===== src/rtl/tdp_defs.svh =====
`ifndef TDP_DEFS_SVH
`define TDP_DEFS_SVH

// ****************************************************************
// Register byte offsets
// ****************************************************************
`define TDP_OFS_CTRL_ONE 8'h00
`define TDP_OFS_CTRL_TWO 8'h04
`define TDP_OFS_HIGH_BITS 8'h08
`define TDP_OFS_RELOAD_LOW 8'h0c
`define TDP_OFS_DUTY_LOW 8'h10
`define TDP_OFS_PRESC_CNT 8'h14
`define TDP_OFS_IRQ_TWO 8'h18

// ****************************************************************
// Field positions
// ****************************************************************
`define TDP_C1_PWM_OE 7
`define TDP_C1_ACT_LOW 6
`define TDP_C1_HS_SRC 3
`define TDP_C1_ONE_SHOT 2
`define TDP_C1_RELOAD_SEL 1
`define TDP_C1_RUN 0
`define TDP_C2_CLK_SRC 5
`define TDP_C2_EDGE 4
`define TDP_C2_PRESC_EN_N 3
`define TDP_C2_RATIO_HI 2
`define TDP_HB_RELOAD_HI 7
`define TDP_HB_RELOAD_LO 6
`define TDP_HB_DUTY_HI 3
`define TDP_HB_DUTY_LO 2
`define TDP_IRQ_FLAG 6
`define TDP_IRQ_EN 2

// ****************************************************************
// Reset values and constants
// ****************************************************************
`define TDP_CTRL_ONE_RST 8'h00
`define TDP_CTRL_TWO_RST 8'h08
`define TDP_COUNT_ALL_ONES 10'h3ff
`define TDP_COUNT_ZERO 10'h000
`define TDP_PRESC_ZERO 8'h00

`endif


===== src/rtl/tdp_pkg.sv =====
// ****************************************************************
// Shared types
// ****************************************************************
package tdp_pkg;
  typedef logic [7:0] tdp_addr_t;
  typedef logic [31:0] tdp_data_t;
  typedef logic [9:0] tdp_count_t;
  typedef logic [7:0] tdp_byte_t;
  // Timer input clock source
  typedef enum logic [1:0] {TDP_SRC_INSTR, TDP_SRC_EXT, TDP_SRC_FAST} tdp_src_e;
endpackage : tdp_pkg


===== src/rtl/tdp_timer_pwm.sv =====
`timescale 1ns/1ps
`include "tdp_defs.svh"
// Notes on behaviour
// - Ten-bit down counter fed by its own programmable prescaler.
// - High reload bits written first, low byte second; running load at underflow.
// - Writing low reload byte while stopped loads the counter at once.
// - Reading the timer location returns the live count.
// - Run bit starts counting when set, stops when cleared.
// - Fast source bit picks oscillator, else source bit picks pin or instruction.
// - Pin edge bit one counts falling edges, zero counts rising edges.
// - Prescaler active when enable_n is zero; ratio 1:2 to 1:256.
// - Prescaler internal count readable at a read-only location.
// - One-shot mode counts down once to zero, underflows, then stops.
// - Continuous mode restarts from reload value or all ones per select bit.
// - Underflow sets sticky flag; only a software zero write clears it.
// - Interrupt request when flag, timer enable and global enable all set.
// - PWM output enable drives the pin and forces output direction.
// - Polarity bit one means active low, zero means active high.
// - Duty is two upper bits plus low byte; zero never active.
// - Upper duty bits first, low byte second; active duty taken at underflow.
module tdp_timer_pwm
(
  // Clock and reset
  input wire logic i_clk,
  input wire logic i_rstn,
  // APB slave
  input wire logic i_psel,
  input wire logic i_penable,
  input wire logic i_pwrite,
  input wire tdp_pkg::tdp_addr_t i_paddr,
  input wire tdp_pkg::tdp_data_t i_pwdata,
  output logic o_pready,
  output tdp_pkg::tdp_data_t o_prdata,
  output logic o_pslverr,
  // Timer clock sources
  input wire logic i_instr_tick,
  input wire logic i_external_clock_pin,
  input wire logic i_internal_fast_oscillator,
  // Interrupt
  input wire logic i_global_irq_enable,
  output logic o_irq_req,
  // PWM pin
  output logic o_pwm_out,
  output logic o_pwm_oe
);
  import tdp_pkg::*;

  // ****************************************************************
  // Declarations
  // ****************************************************************
  logic [7:0] ctrl_one_reg;
  logic [7:0] ctrl_two_reg;
  logic [1:0] reload_hi_stage_reg;
  logic [1:0] duty_hi_stage_reg;
  tdp_count_t reload_buf_reg;
  tdp_count_t duty_buf_reg;
  tdp_count_t duty_active_reg;
  tdp_count_t count_reg;
  tdp_count_t count_next;
  tdp_byte_t presc_reg;
  logic underflow_flag_reg;
  logic irq_en_reg;
  logic ext_meta_reg;
  logic ext_sync_reg;
  logic ext_prev_reg;
  logic fast_meta_reg;
  logic fast_sync_reg;
  logic fast_prev_reg;
  logic pwm_out_reg;
  tdp_data_t prdata_reg;
  logic slverr_reg;
  tdp_src_e src_sel;
  logic src_tick;
  logic timer_tick;
  logic underflow;
  logic wr_access;
  logic rd_setup;
  logic wr_reload_low;
  logic wr_duty_low;
  logic wr_ctrl_one;
  logic pwm_active;

  // ****************************************************************
  // Helpers
  // ****************************************************************
  // Terminal prescaler count for a ratio code: 1:2 ends at 1, 1:256 at 255
  function automatic tdp_byte_t presc_last(input logic [2:0] ratio);
    tdp_byte_t full;
    full = 8'hff;
    presc_last = full >> (3'h7 - ratio);
  endfunction : presc_last

  // Address match
  function automatic logic addr_is(input tdp_addr_t addr, input tdp_addr_t ofs);
    addr_is = (addr == ofs);
  endfunction : addr_is

  // ****************************************************************
  // APB decode
  // ****************************************************************
  // Zero wait states: every access completes in its first access cycle
  assign o_pready = 1'b1;
  assign wr_access = i_psel & i_penable & i_pwrite;
  assign rd_setup = i_psel & ~i_penable;
  assign wr_ctrl_one = wr_access & addr_is(i_paddr, `TDP_OFS_CTRL_ONE);
  assign wr_reload_low = wr_access & addr_is(i_paddr, `TDP_OFS_RELOAD_LOW);
  assign wr_duty_low = wr_access & addr_is(i_paddr, `TDP_OFS_DUTY_LOW);
  assign o_prdata = prdata_reg;
  assign o_pslverr = slverr_reg & i_psel & i_penable;

  // Read data and error captured in setup, stable through the access phase
  always_ff @(posedge i_clk or negedge i_rstn)
  begin
    if (!i_rstn)
    begin
      prdata_reg <= 32'h0000_0000;
      slverr_reg <= 1'b0;
    end
    else if (rd_setup)
    begin
      slverr_reg <= 1'b0;
      prdata_reg <= 32'h0000_0000;
      case (i_paddr)
        `TDP_OFS_CTRL_ONE: prdata_reg <= {24'h00_0000, ctrl_one_reg};
        `TDP_OFS_CTRL_TWO: prdata_reg <= {24'h00_0000, ctrl_two_reg};
        `TDP_OFS_HIGH_BITS: prdata_reg <= {24'h00_0000, reload_hi_stage_reg, 2'h0,
                                           duty_hi_stage_reg, 2'h0};
        `TDP_OFS_RELOAD_LOW: prdata_reg <= {22'h0, count_reg};
        `TDP_OFS_DUTY_LOW: prdata_reg <= {22'h0, duty_buf_reg};
        `TDP_OFS_PRESC_CNT: prdata_reg <= {24'h00_0000, presc_reg};
        `TDP_OFS_IRQ_TWO: prdata_reg <= {25'h0, underflow_flag_reg, 3'h0,
                                         irq_en_reg, 2'h0};
        default: slverr_reg <= 1'b1;
      endcase
    end
  end

  // ****************************************************************
  // Control registers
  // ****************************************************************
  // Run bit is dropped by hardware after a one-shot underflow
  always_ff @(posedge i_clk or negedge i_rstn)
  begin
    if (!i_rstn)
      ctrl_one_reg <= `TDP_CTRL_ONE_RST;
    else if (wr_ctrl_one)
      ctrl_one_reg <= i_pwdata[7:0];
    else if (underflow && ctrl_one_reg[`TDP_C1_ONE_SHOT])
      ctrl_one_reg[`TDP_C1_RUN] <= 1'b0;
  end

  // Clock source and prescaler settings
  always_ff @(posedge i_clk or negedge i_rstn)
  begin
    if (!i_rstn)
      ctrl_two_reg <= `TDP_CTRL_TWO_RST;
    else if (wr_access && addr_is(i_paddr, `TDP_OFS_CTRL_TWO))
      ctrl_two_reg <= {2'h0, i_pwdata[5:0]};
  end

  // Staged upper bits, only meaningful once the low byte follows
  always_ff @(posedge i_clk or negedge i_rstn)
  begin
    if (!i_rstn)
    begin
      reload_hi_stage_reg <= 2'h0;
      duty_hi_stage_reg <= 2'h0;
    end
    else if (wr_access && addr_is(i_paddr, `TDP_OFS_HIGH_BITS))
    begin
      reload_hi_stage_reg <= i_pwdata[`TDP_HB_RELOAD_HI:`TDP_HB_RELOAD_LO];
      duty_hi_stage_reg <= i_pwdata[`TDP_HB_DUTY_HI:`TDP_HB_DUTY_LO];
    end
  end

  // Low byte write commits the buffered ten-bit values
  always_ff @(posedge i_clk or negedge i_rstn)
  begin
    if (!i_rstn)
    begin
      reload_buf_reg <= `TDP_COUNT_ZERO;
      duty_buf_reg <= `TDP_COUNT_ZERO;
    end
    else
    begin
      if (wr_reload_low)
        reload_buf_reg <= {reload_hi_stage_reg, i_pwdata[7:0]};
      if (wr_duty_low)
        duty_buf_reg <= {duty_hi_stage_reg, i_pwdata[7:0]};
    end
  end

  // ****************************************************************
  // Clock source selection
  // ****************************************************************
  // Two-stage synchronisers plus a delay flop; edges compare the second stage with the delay flop
  always_ff @(posedge i_clk or negedge i_rstn)
  begin
    if (!i_rstn)
    begin
      ext_meta_reg <= 1'b0;
      ext_sync_reg <= 1'b0;
      ext_prev_reg <= 1'b0;
      fast_meta_reg <= 1'b0;
      fast_sync_reg <= 1'b0;
      fast_prev_reg <= 1'b0;
    end
    else
    begin
      ext_meta_reg <= i_external_clock_pin;
      ext_sync_reg <= ext_meta_reg;
      ext_prev_reg <= ext_sync_reg;
      fast_meta_reg <= i_internal_fast_oscillator;
      fast_sync_reg <= fast_meta_reg;
      fast_prev_reg <= fast_sync_reg;
    end
  end

  // Fast oscillator must run below half of i_clk or edges are lost
  always_comb
  begin
    if (ctrl_one_reg[`TDP_C1_HS_SRC])
      src_sel = TDP_SRC_FAST;
    else if (ctrl_two_reg[`TDP_C2_CLK_SRC])
      src_sel = TDP_SRC_EXT;
    else
      src_sel = TDP_SRC_INSTR;
    case (src_sel)
      TDP_SRC_FAST: src_tick = fast_sync_reg & ~fast_prev_reg;
      TDP_SRC_EXT: src_tick = ctrl_two_reg[`TDP_C2_EDGE] ?
                              (~ext_sync_reg & ext_prev_reg) :
                              (ext_sync_reg & ~ext_prev_reg);
      default: src_tick = i_instr_tick;
    endcase
  end

  // ****************************************************************
  // Prescaler
  // ****************************************************************
  // Bypassed prescaler passes every source tick straight through
  assign timer_tick = ctrl_one_reg[`TDP_C1_RUN] & src_tick &
                      (ctrl_two_reg[`TDP_C2_PRESC_EN_N] |
                       (presc_reg == presc_last(ctrl_two_reg[`TDP_C2_RATIO_HI:0])));

  // Held at zero while stopped or bypassed so the next start is clean
  always_ff @(posedge i_clk or negedge i_rstn)
  begin
    if (!i_rstn)
      presc_reg <= `TDP_PRESC_ZERO;
    else if (!ctrl_one_reg[`TDP_C1_RUN] || ctrl_two_reg[`TDP_C2_PRESC_EN_N])
      presc_reg <= `TDP_PRESC_ZERO;
    else if (src_tick)
      presc_reg <= timer_tick ? `TDP_PRESC_ZERO : presc_reg + 8'h01;
  end

  // ****************************************************************
  // Down counter
  // ****************************************************************
  assign underflow = timer_tick & (count_reg == `TDP_COUNT_ZERO);

  // Next count: immediate load when stopped, reload on underflow, else decrement
  always_comb
  begin
    count_next = count_reg;
    if (wr_reload_low && !ctrl_one_reg[`TDP_C1_RUN])
      count_next = {reload_hi_stage_reg, i_pwdata[7:0]};
    else if (underflow)
    begin
      if (ctrl_one_reg[`TDP_C1_ONE_SHOT] || ctrl_one_reg[`TDP_C1_RELOAD_SEL])
        count_next = reload_buf_reg;
      else
        count_next = `TDP_COUNT_ALL_ONES;
    end
    else if (timer_tick)
      count_next = count_reg - 10'h001;
  end

  always_ff @(posedge i_clk or negedge i_rstn)
  begin
    if (!i_rstn)
      count_reg <= `TDP_COUNT_ZERO;
    else
      count_reg <= count_next;
  end

  // ****************************************************************
  // Underflow flag and interrupt
  // ****************************************************************
  // Set beats a simultaneous software clear so no underflow is lost
  always_ff @(posedge i_clk or negedge i_rstn)
  begin
    if (!i_rstn)
    begin
      underflow_flag_reg <= 1'b0;
      irq_en_reg <= 1'b0;
    end
    else
    begin
      if (underflow)
        underflow_flag_reg <= 1'b1;
      else if (wr_access && addr_is(i_paddr, `TDP_OFS_IRQ_TWO) &&
               !i_pwdata[`TDP_IRQ_FLAG])
        underflow_flag_reg <= 1'b0;
      if (wr_access && addr_is(i_paddr, `TDP_OFS_IRQ_TWO))
        irq_en_reg <= i_pwdata[`TDP_IRQ_EN];
    end
  end

  assign o_irq_req = underflow_flag_reg & irq_en_reg & i_global_irq_enable;

  // ****************************************************************
  // PWM
  // ****************************************************************
  // New duty only at frame boundary, so a frame never sees a torn value
  always_ff @(posedge i_clk or negedge i_rstn)
  begin
    if (!i_rstn)
      duty_active_reg <= `TDP_COUNT_ZERO;
    else if (underflow)
      duty_active_reg <= duty_buf_reg;
  end

  // Zero duty never active; otherwise active at or below the duty value
  assign pwm_active = (duty_active_reg != `TDP_COUNT_ZERO) &&
                      (count_reg <= duty_active_reg);

  always_ff @(posedge i_clk or negedge i_rstn)
  begin
    if (!i_rstn)
      pwm_out_reg <= 1'b0;
    else
      pwm_out_reg <= pwm_active ^ ctrl_one_reg[`TDP_C1_ACT_LOW];
  end

  // Pin is driven only while enabled; enable also forces output direction
  assign o_pwm_out = pwm_out_reg & ctrl_one_reg[`TDP_C1_PWM_OE];
  assign o_pwm_oe = ctrl_one_reg[`TDP_C1_PWM_OE];

endmodule : tdp_timer_pwm


===== config.mk =====
export PLATFORM = sky130hd
export DESIGN_NAME = tdp_timer_pwm
export DESIGN_NICKNAME = d
export VERILOG_FILES = /design/src/rtl/tdp_pkg.sv /design/src/rtl/tdp_timer_pwm.sv
export VERILOG_INCLUDE_DIRS = /design/src /design/src/rtl
export SDC_FILE = /design/constraint.sdc
export NUM_CORES = 1
export LEC_CHECK = 0
export BUFFER_PORTS_ARGS = -buffer_cell sky130_fd_sc_hd__buf_4
export CORE_MARGIN = 2
export CORE_UTILIZATION = 25
export DETAILED_ROUTE_END_ITERATION = 16
export HOLD_SLACK_MARGIN = 0.05
export PLACE_DENSITY = 0.51
export RECOVER_POWER = 50
export SLEW_MARGIN = 10
export SYNTH_ARGS = -nofsm -noshare
export SYNTH_HDL_FRONTEND = slang
export SYNTH_SLANG_ARGS = --single-unit

===== constraint.sdc =====
create_clock -name i_clk -period 3.9 [get_ports i_clk]
set_input_delay 0.39 -clock i_clk [delete_from_list [all_inputs] [get_ports i_clk]]
set_output_delay 0.39 -clock i_clk [all_outputs]
set_load 0.03 [all_outputs]

==> impl_metrics.py <==
metrics = {
    "clocking": {
        "clock-sinks": 86,
        "cts_setup_buffers": 0,
        "path_clk_slew_ps": 60,
        "clk_latency_ps": 350,
        "clock_path_buffers": 2,
        "cts_tree": "done",
        "post_cts_resize_count": 0,
        "cts_made_buffers": 9,
        "cts_max_level": 3,
        "cts_root_buffer": "clkbuf_16",
        "cts_hold_buf": 0,
    },
    "timing": {
        "timing.hold.ws_ps": 168,
        "hold_violations": 0,
        "tightest_slew_ps": 1600,
        "layout_worst_path_cycle_share_pct": 70.0,
        "slew_violations": 62,
        "rsz0062_at_grt": "false",
        "slew_headroom_pct": -6.75,
        "finalSetupViolations": 0,
        "fin_setup_tns_ps": 0,
        "finClkSkew_ps": 9.93,
        "min_period_ps": 2730,
        "max_freq_mhz": 366,
    },
    "synthesis": {
        "synth_edf_count": 0,
        "avgSynthCellArea_um2": 10.6,
        "muxShareOfSynthArea_pct": 16.2,
        "synth_simple_gate_area_share_pct": 13.9,
        "yosys.cell_types.count": 57,
        "synth-async-reset-ratio_pct": 100,
        "yosys_warnings": 0,
        "synth_top_area_share_pct": 44.2,
        "ys_seq_area_share_pct": 44.7,
        "synthFlopType": "dfrtp_1",
        "synth.largest_area_cell": "dfrtp_1",
        "synth_top_family_by_area": "multiplexers",
        "synth_area_leaders": "dfrtp_1 44%, mux2_2 10%, buf_4 3.7%",
        "synth-compound-area-share_pct": 12.1,
        "synthAdderAreaFrac_pct": 3.38,
        "synth-xor-area-share_pct": 2.00,
        "syn_inst": 453,
        "synth_area_um2": 4810,
        "synth_seq_cells": 86,
    },
    "drt": {
        "wirelength_mm": 12.7,
        "viasPerCell": 4.89,
        "routedWlPerCell_um": 17.6,
        "vias": 3535,
        "met1_length_mm": 5.83,
        "drt_iter0_drc": 176,
        "highest_layer": "met4",
        "firstDrtPassIters": 4,
        "met3WireLength_um": 471,
        "wl_met2_mm": 6.29,
        "drtAntennaViolNets": 0,
        "drc": 0,
    },
    "place": {
        "dpl.cell_count": 707,
        "gp_congestion": 0.880,
        "port_buffers": 38,
        "dpl.hpwl_mm": 9.31,
    },
    "worst_setup_path": {
        "cp.arrival_ps": 2960,
        "cp-start-kind": "register",
        "worstSetupPathType": "reg -> reg",
        "cp.required_ps": 4130,
        "cp-end-kind": "register",
        "cp_max_fo": 11,
    },
    "floorplanning": {
        "rows": 50,
        "start_util_pct": 25.6,
        "fp.dieW_um": 143,
        "core_region_area_um2": 18800,
        "dieArea_um2": 20400,
        "fp.dieH_um": 143,
        "ios": 86,
    },
    "global_routing": {
        "first_global_vias": 3512,
        "grt.overflow.total": 0,
        "grt_usage_pct": 13.2,
        "grt_antenna_before_repair": 0,
        "grt_max_degree": 62,
        "grt_pass1_wl_mm": 20.4,
    },
    "final_layout": {
        "layout-drive-gt1-share_pct": 22.9,
        "fin_nets": 546,
        "areaGrowthSynthToFinish_pct": 14.1,
        "num_antenna_cells": 0,
        "final_cells": 723,
        "utilization_pct": 29.3,
    },
    "status": {
        "outcome": "finished with violations",
        "violations": "max-capacitance violations, max-slew violations",
    },
    "power": {
        "vdd_drop_max_mv": 0.163,
        "leakage_nw": 2.53,
        "p_per_area_nw_per_um2": 352,
        "finalPower_mw": 1.94,
    },
    "job": {
        "drv_cap": 1,
    },
    "min_path": {
        "min_path_type": "in -> reg",
    },
}
-- final cells by class --
| cell class | instances | area [um2] |
|---|---|---|
| clock buffers | 11 | 233 |
| clock inverters | 5 | 60.1 |
| fillers | 1949 | 13300 |
| inverters | 21 | 78.8 |
| multi-input cells | 325 | 2380 |
| flip-flops and latches | 86 | 2150 |
| well taps | 234 | 293 |
| repair buffers | 41 | 298 |
-- critical path: stages, from the launching register on --
cell and delay, ps:
dfrtp_1 430, inv_1 170, ha_1 160, or4b_1 570, nor2_1 310, nand4_2 500, mux2_4 460
-- final timing paths --
| path | startpoint | to | slack, ps | depth (start not counted) |
|---|---|---|---|---|
| min reg2reg | fast_meta_reg | fast_sync_reg | 360 | 0 |
| min in group asynchronous | i_rstn | count_reg[4] | 440 | 1 |
| max reg2reg | count_reg[0] | duty_active_reg[7] | 1170 | 6 |
| max | count_reg[0] | duty_active_reg[7] | 1170 | 6 |
| max in group asynchronous | i_rstn | o_prdata[8] | 1480 | 2 |
| min | i_internal_fast_oscillator | fast_meta_reg | 170 | 1 |
-- metal layers --
metal | vias up | global-route usage (%)
met4 | 0 | 4.69
met3 | 12 | 2.28
met5 | - | 0
met1 | 1770 | 17.5
li1 | 1668 | -
met2 | 85 | 21.7
-- power breakdown --
group / switching, mW / internal [mW] / total [mW]
Clock: 0.364 / 0.498 / 0.862
Sequential: 0.0115 / 0.903 / 0.914
Combinational: 0.112 / 0.0472 / 0.159
-- cells in the mapped netlist, drive strengths merged, types with 2 or more instances --
cell / number
or4b: 2
mux2i: 14
o31ai: 5
or4: 4
o22ai: 2
xnor2: 3
a221oi: 4
a2bb2oi: 2
nand3: 11
mux2: 52
and2: 8
dfrtp: 85
inv: 21
nand4: 11
nor2: 16
ha: 13
and3: 6
a21o: 5
a311oi: 2
nand2: 32
nand2b: 6
o22a: 2
xor2: 8
buf: 35
nor2b: 4
a221o: 5
o21ai: 19
a21oi: 20
clkbuf: 7
a31oi: 2
a22oi: 6
nor4: 3
o211ai: 2
or3: 4
conb: 2
nor3: 16
-- kinds of logic after synthesis --
family,after synthesis
compound gates,85
xor+xnor,11
fa+ha+maj,13
buf+inv,63
flops,86
mux,67
other cells,2
simple gates,126
-- per-stage QoR --
step	instance area [um2]	worst slack (ps)
after detailed placement	5210	1110
after floorplan	4890	1720
after CTS	5500	1140
after global placement	5210	1170
after global routing	5490	880
final	5490	1170
-- placed cells by master (no fill, tap or decap), types with 5 or more instances in the layout --
cell type  netlist  routed
nand2_1         32      32
ha_1            13      13
mux2i_1         14      14
mux2_4           9       9
conb_1           2      23
a221o_1          5       5
nand3_1         11      11
nor2_1          16      16
dfrtp_1         85      85
inv_1           21      21
clkbuf_16        0       9
and2_1           8       8
a21oi_1         20      20
a21o_1           5       5
nand4_1         10      10
o21ai_0         19      19
mux2_2          43      43
a22oi_1          6       6
nand2b_1         6       6
and3_1           6       6
nor3_1          14      14
buf_4           24      36
xor2_1           8       8
(Power assumes the default switching activity.)
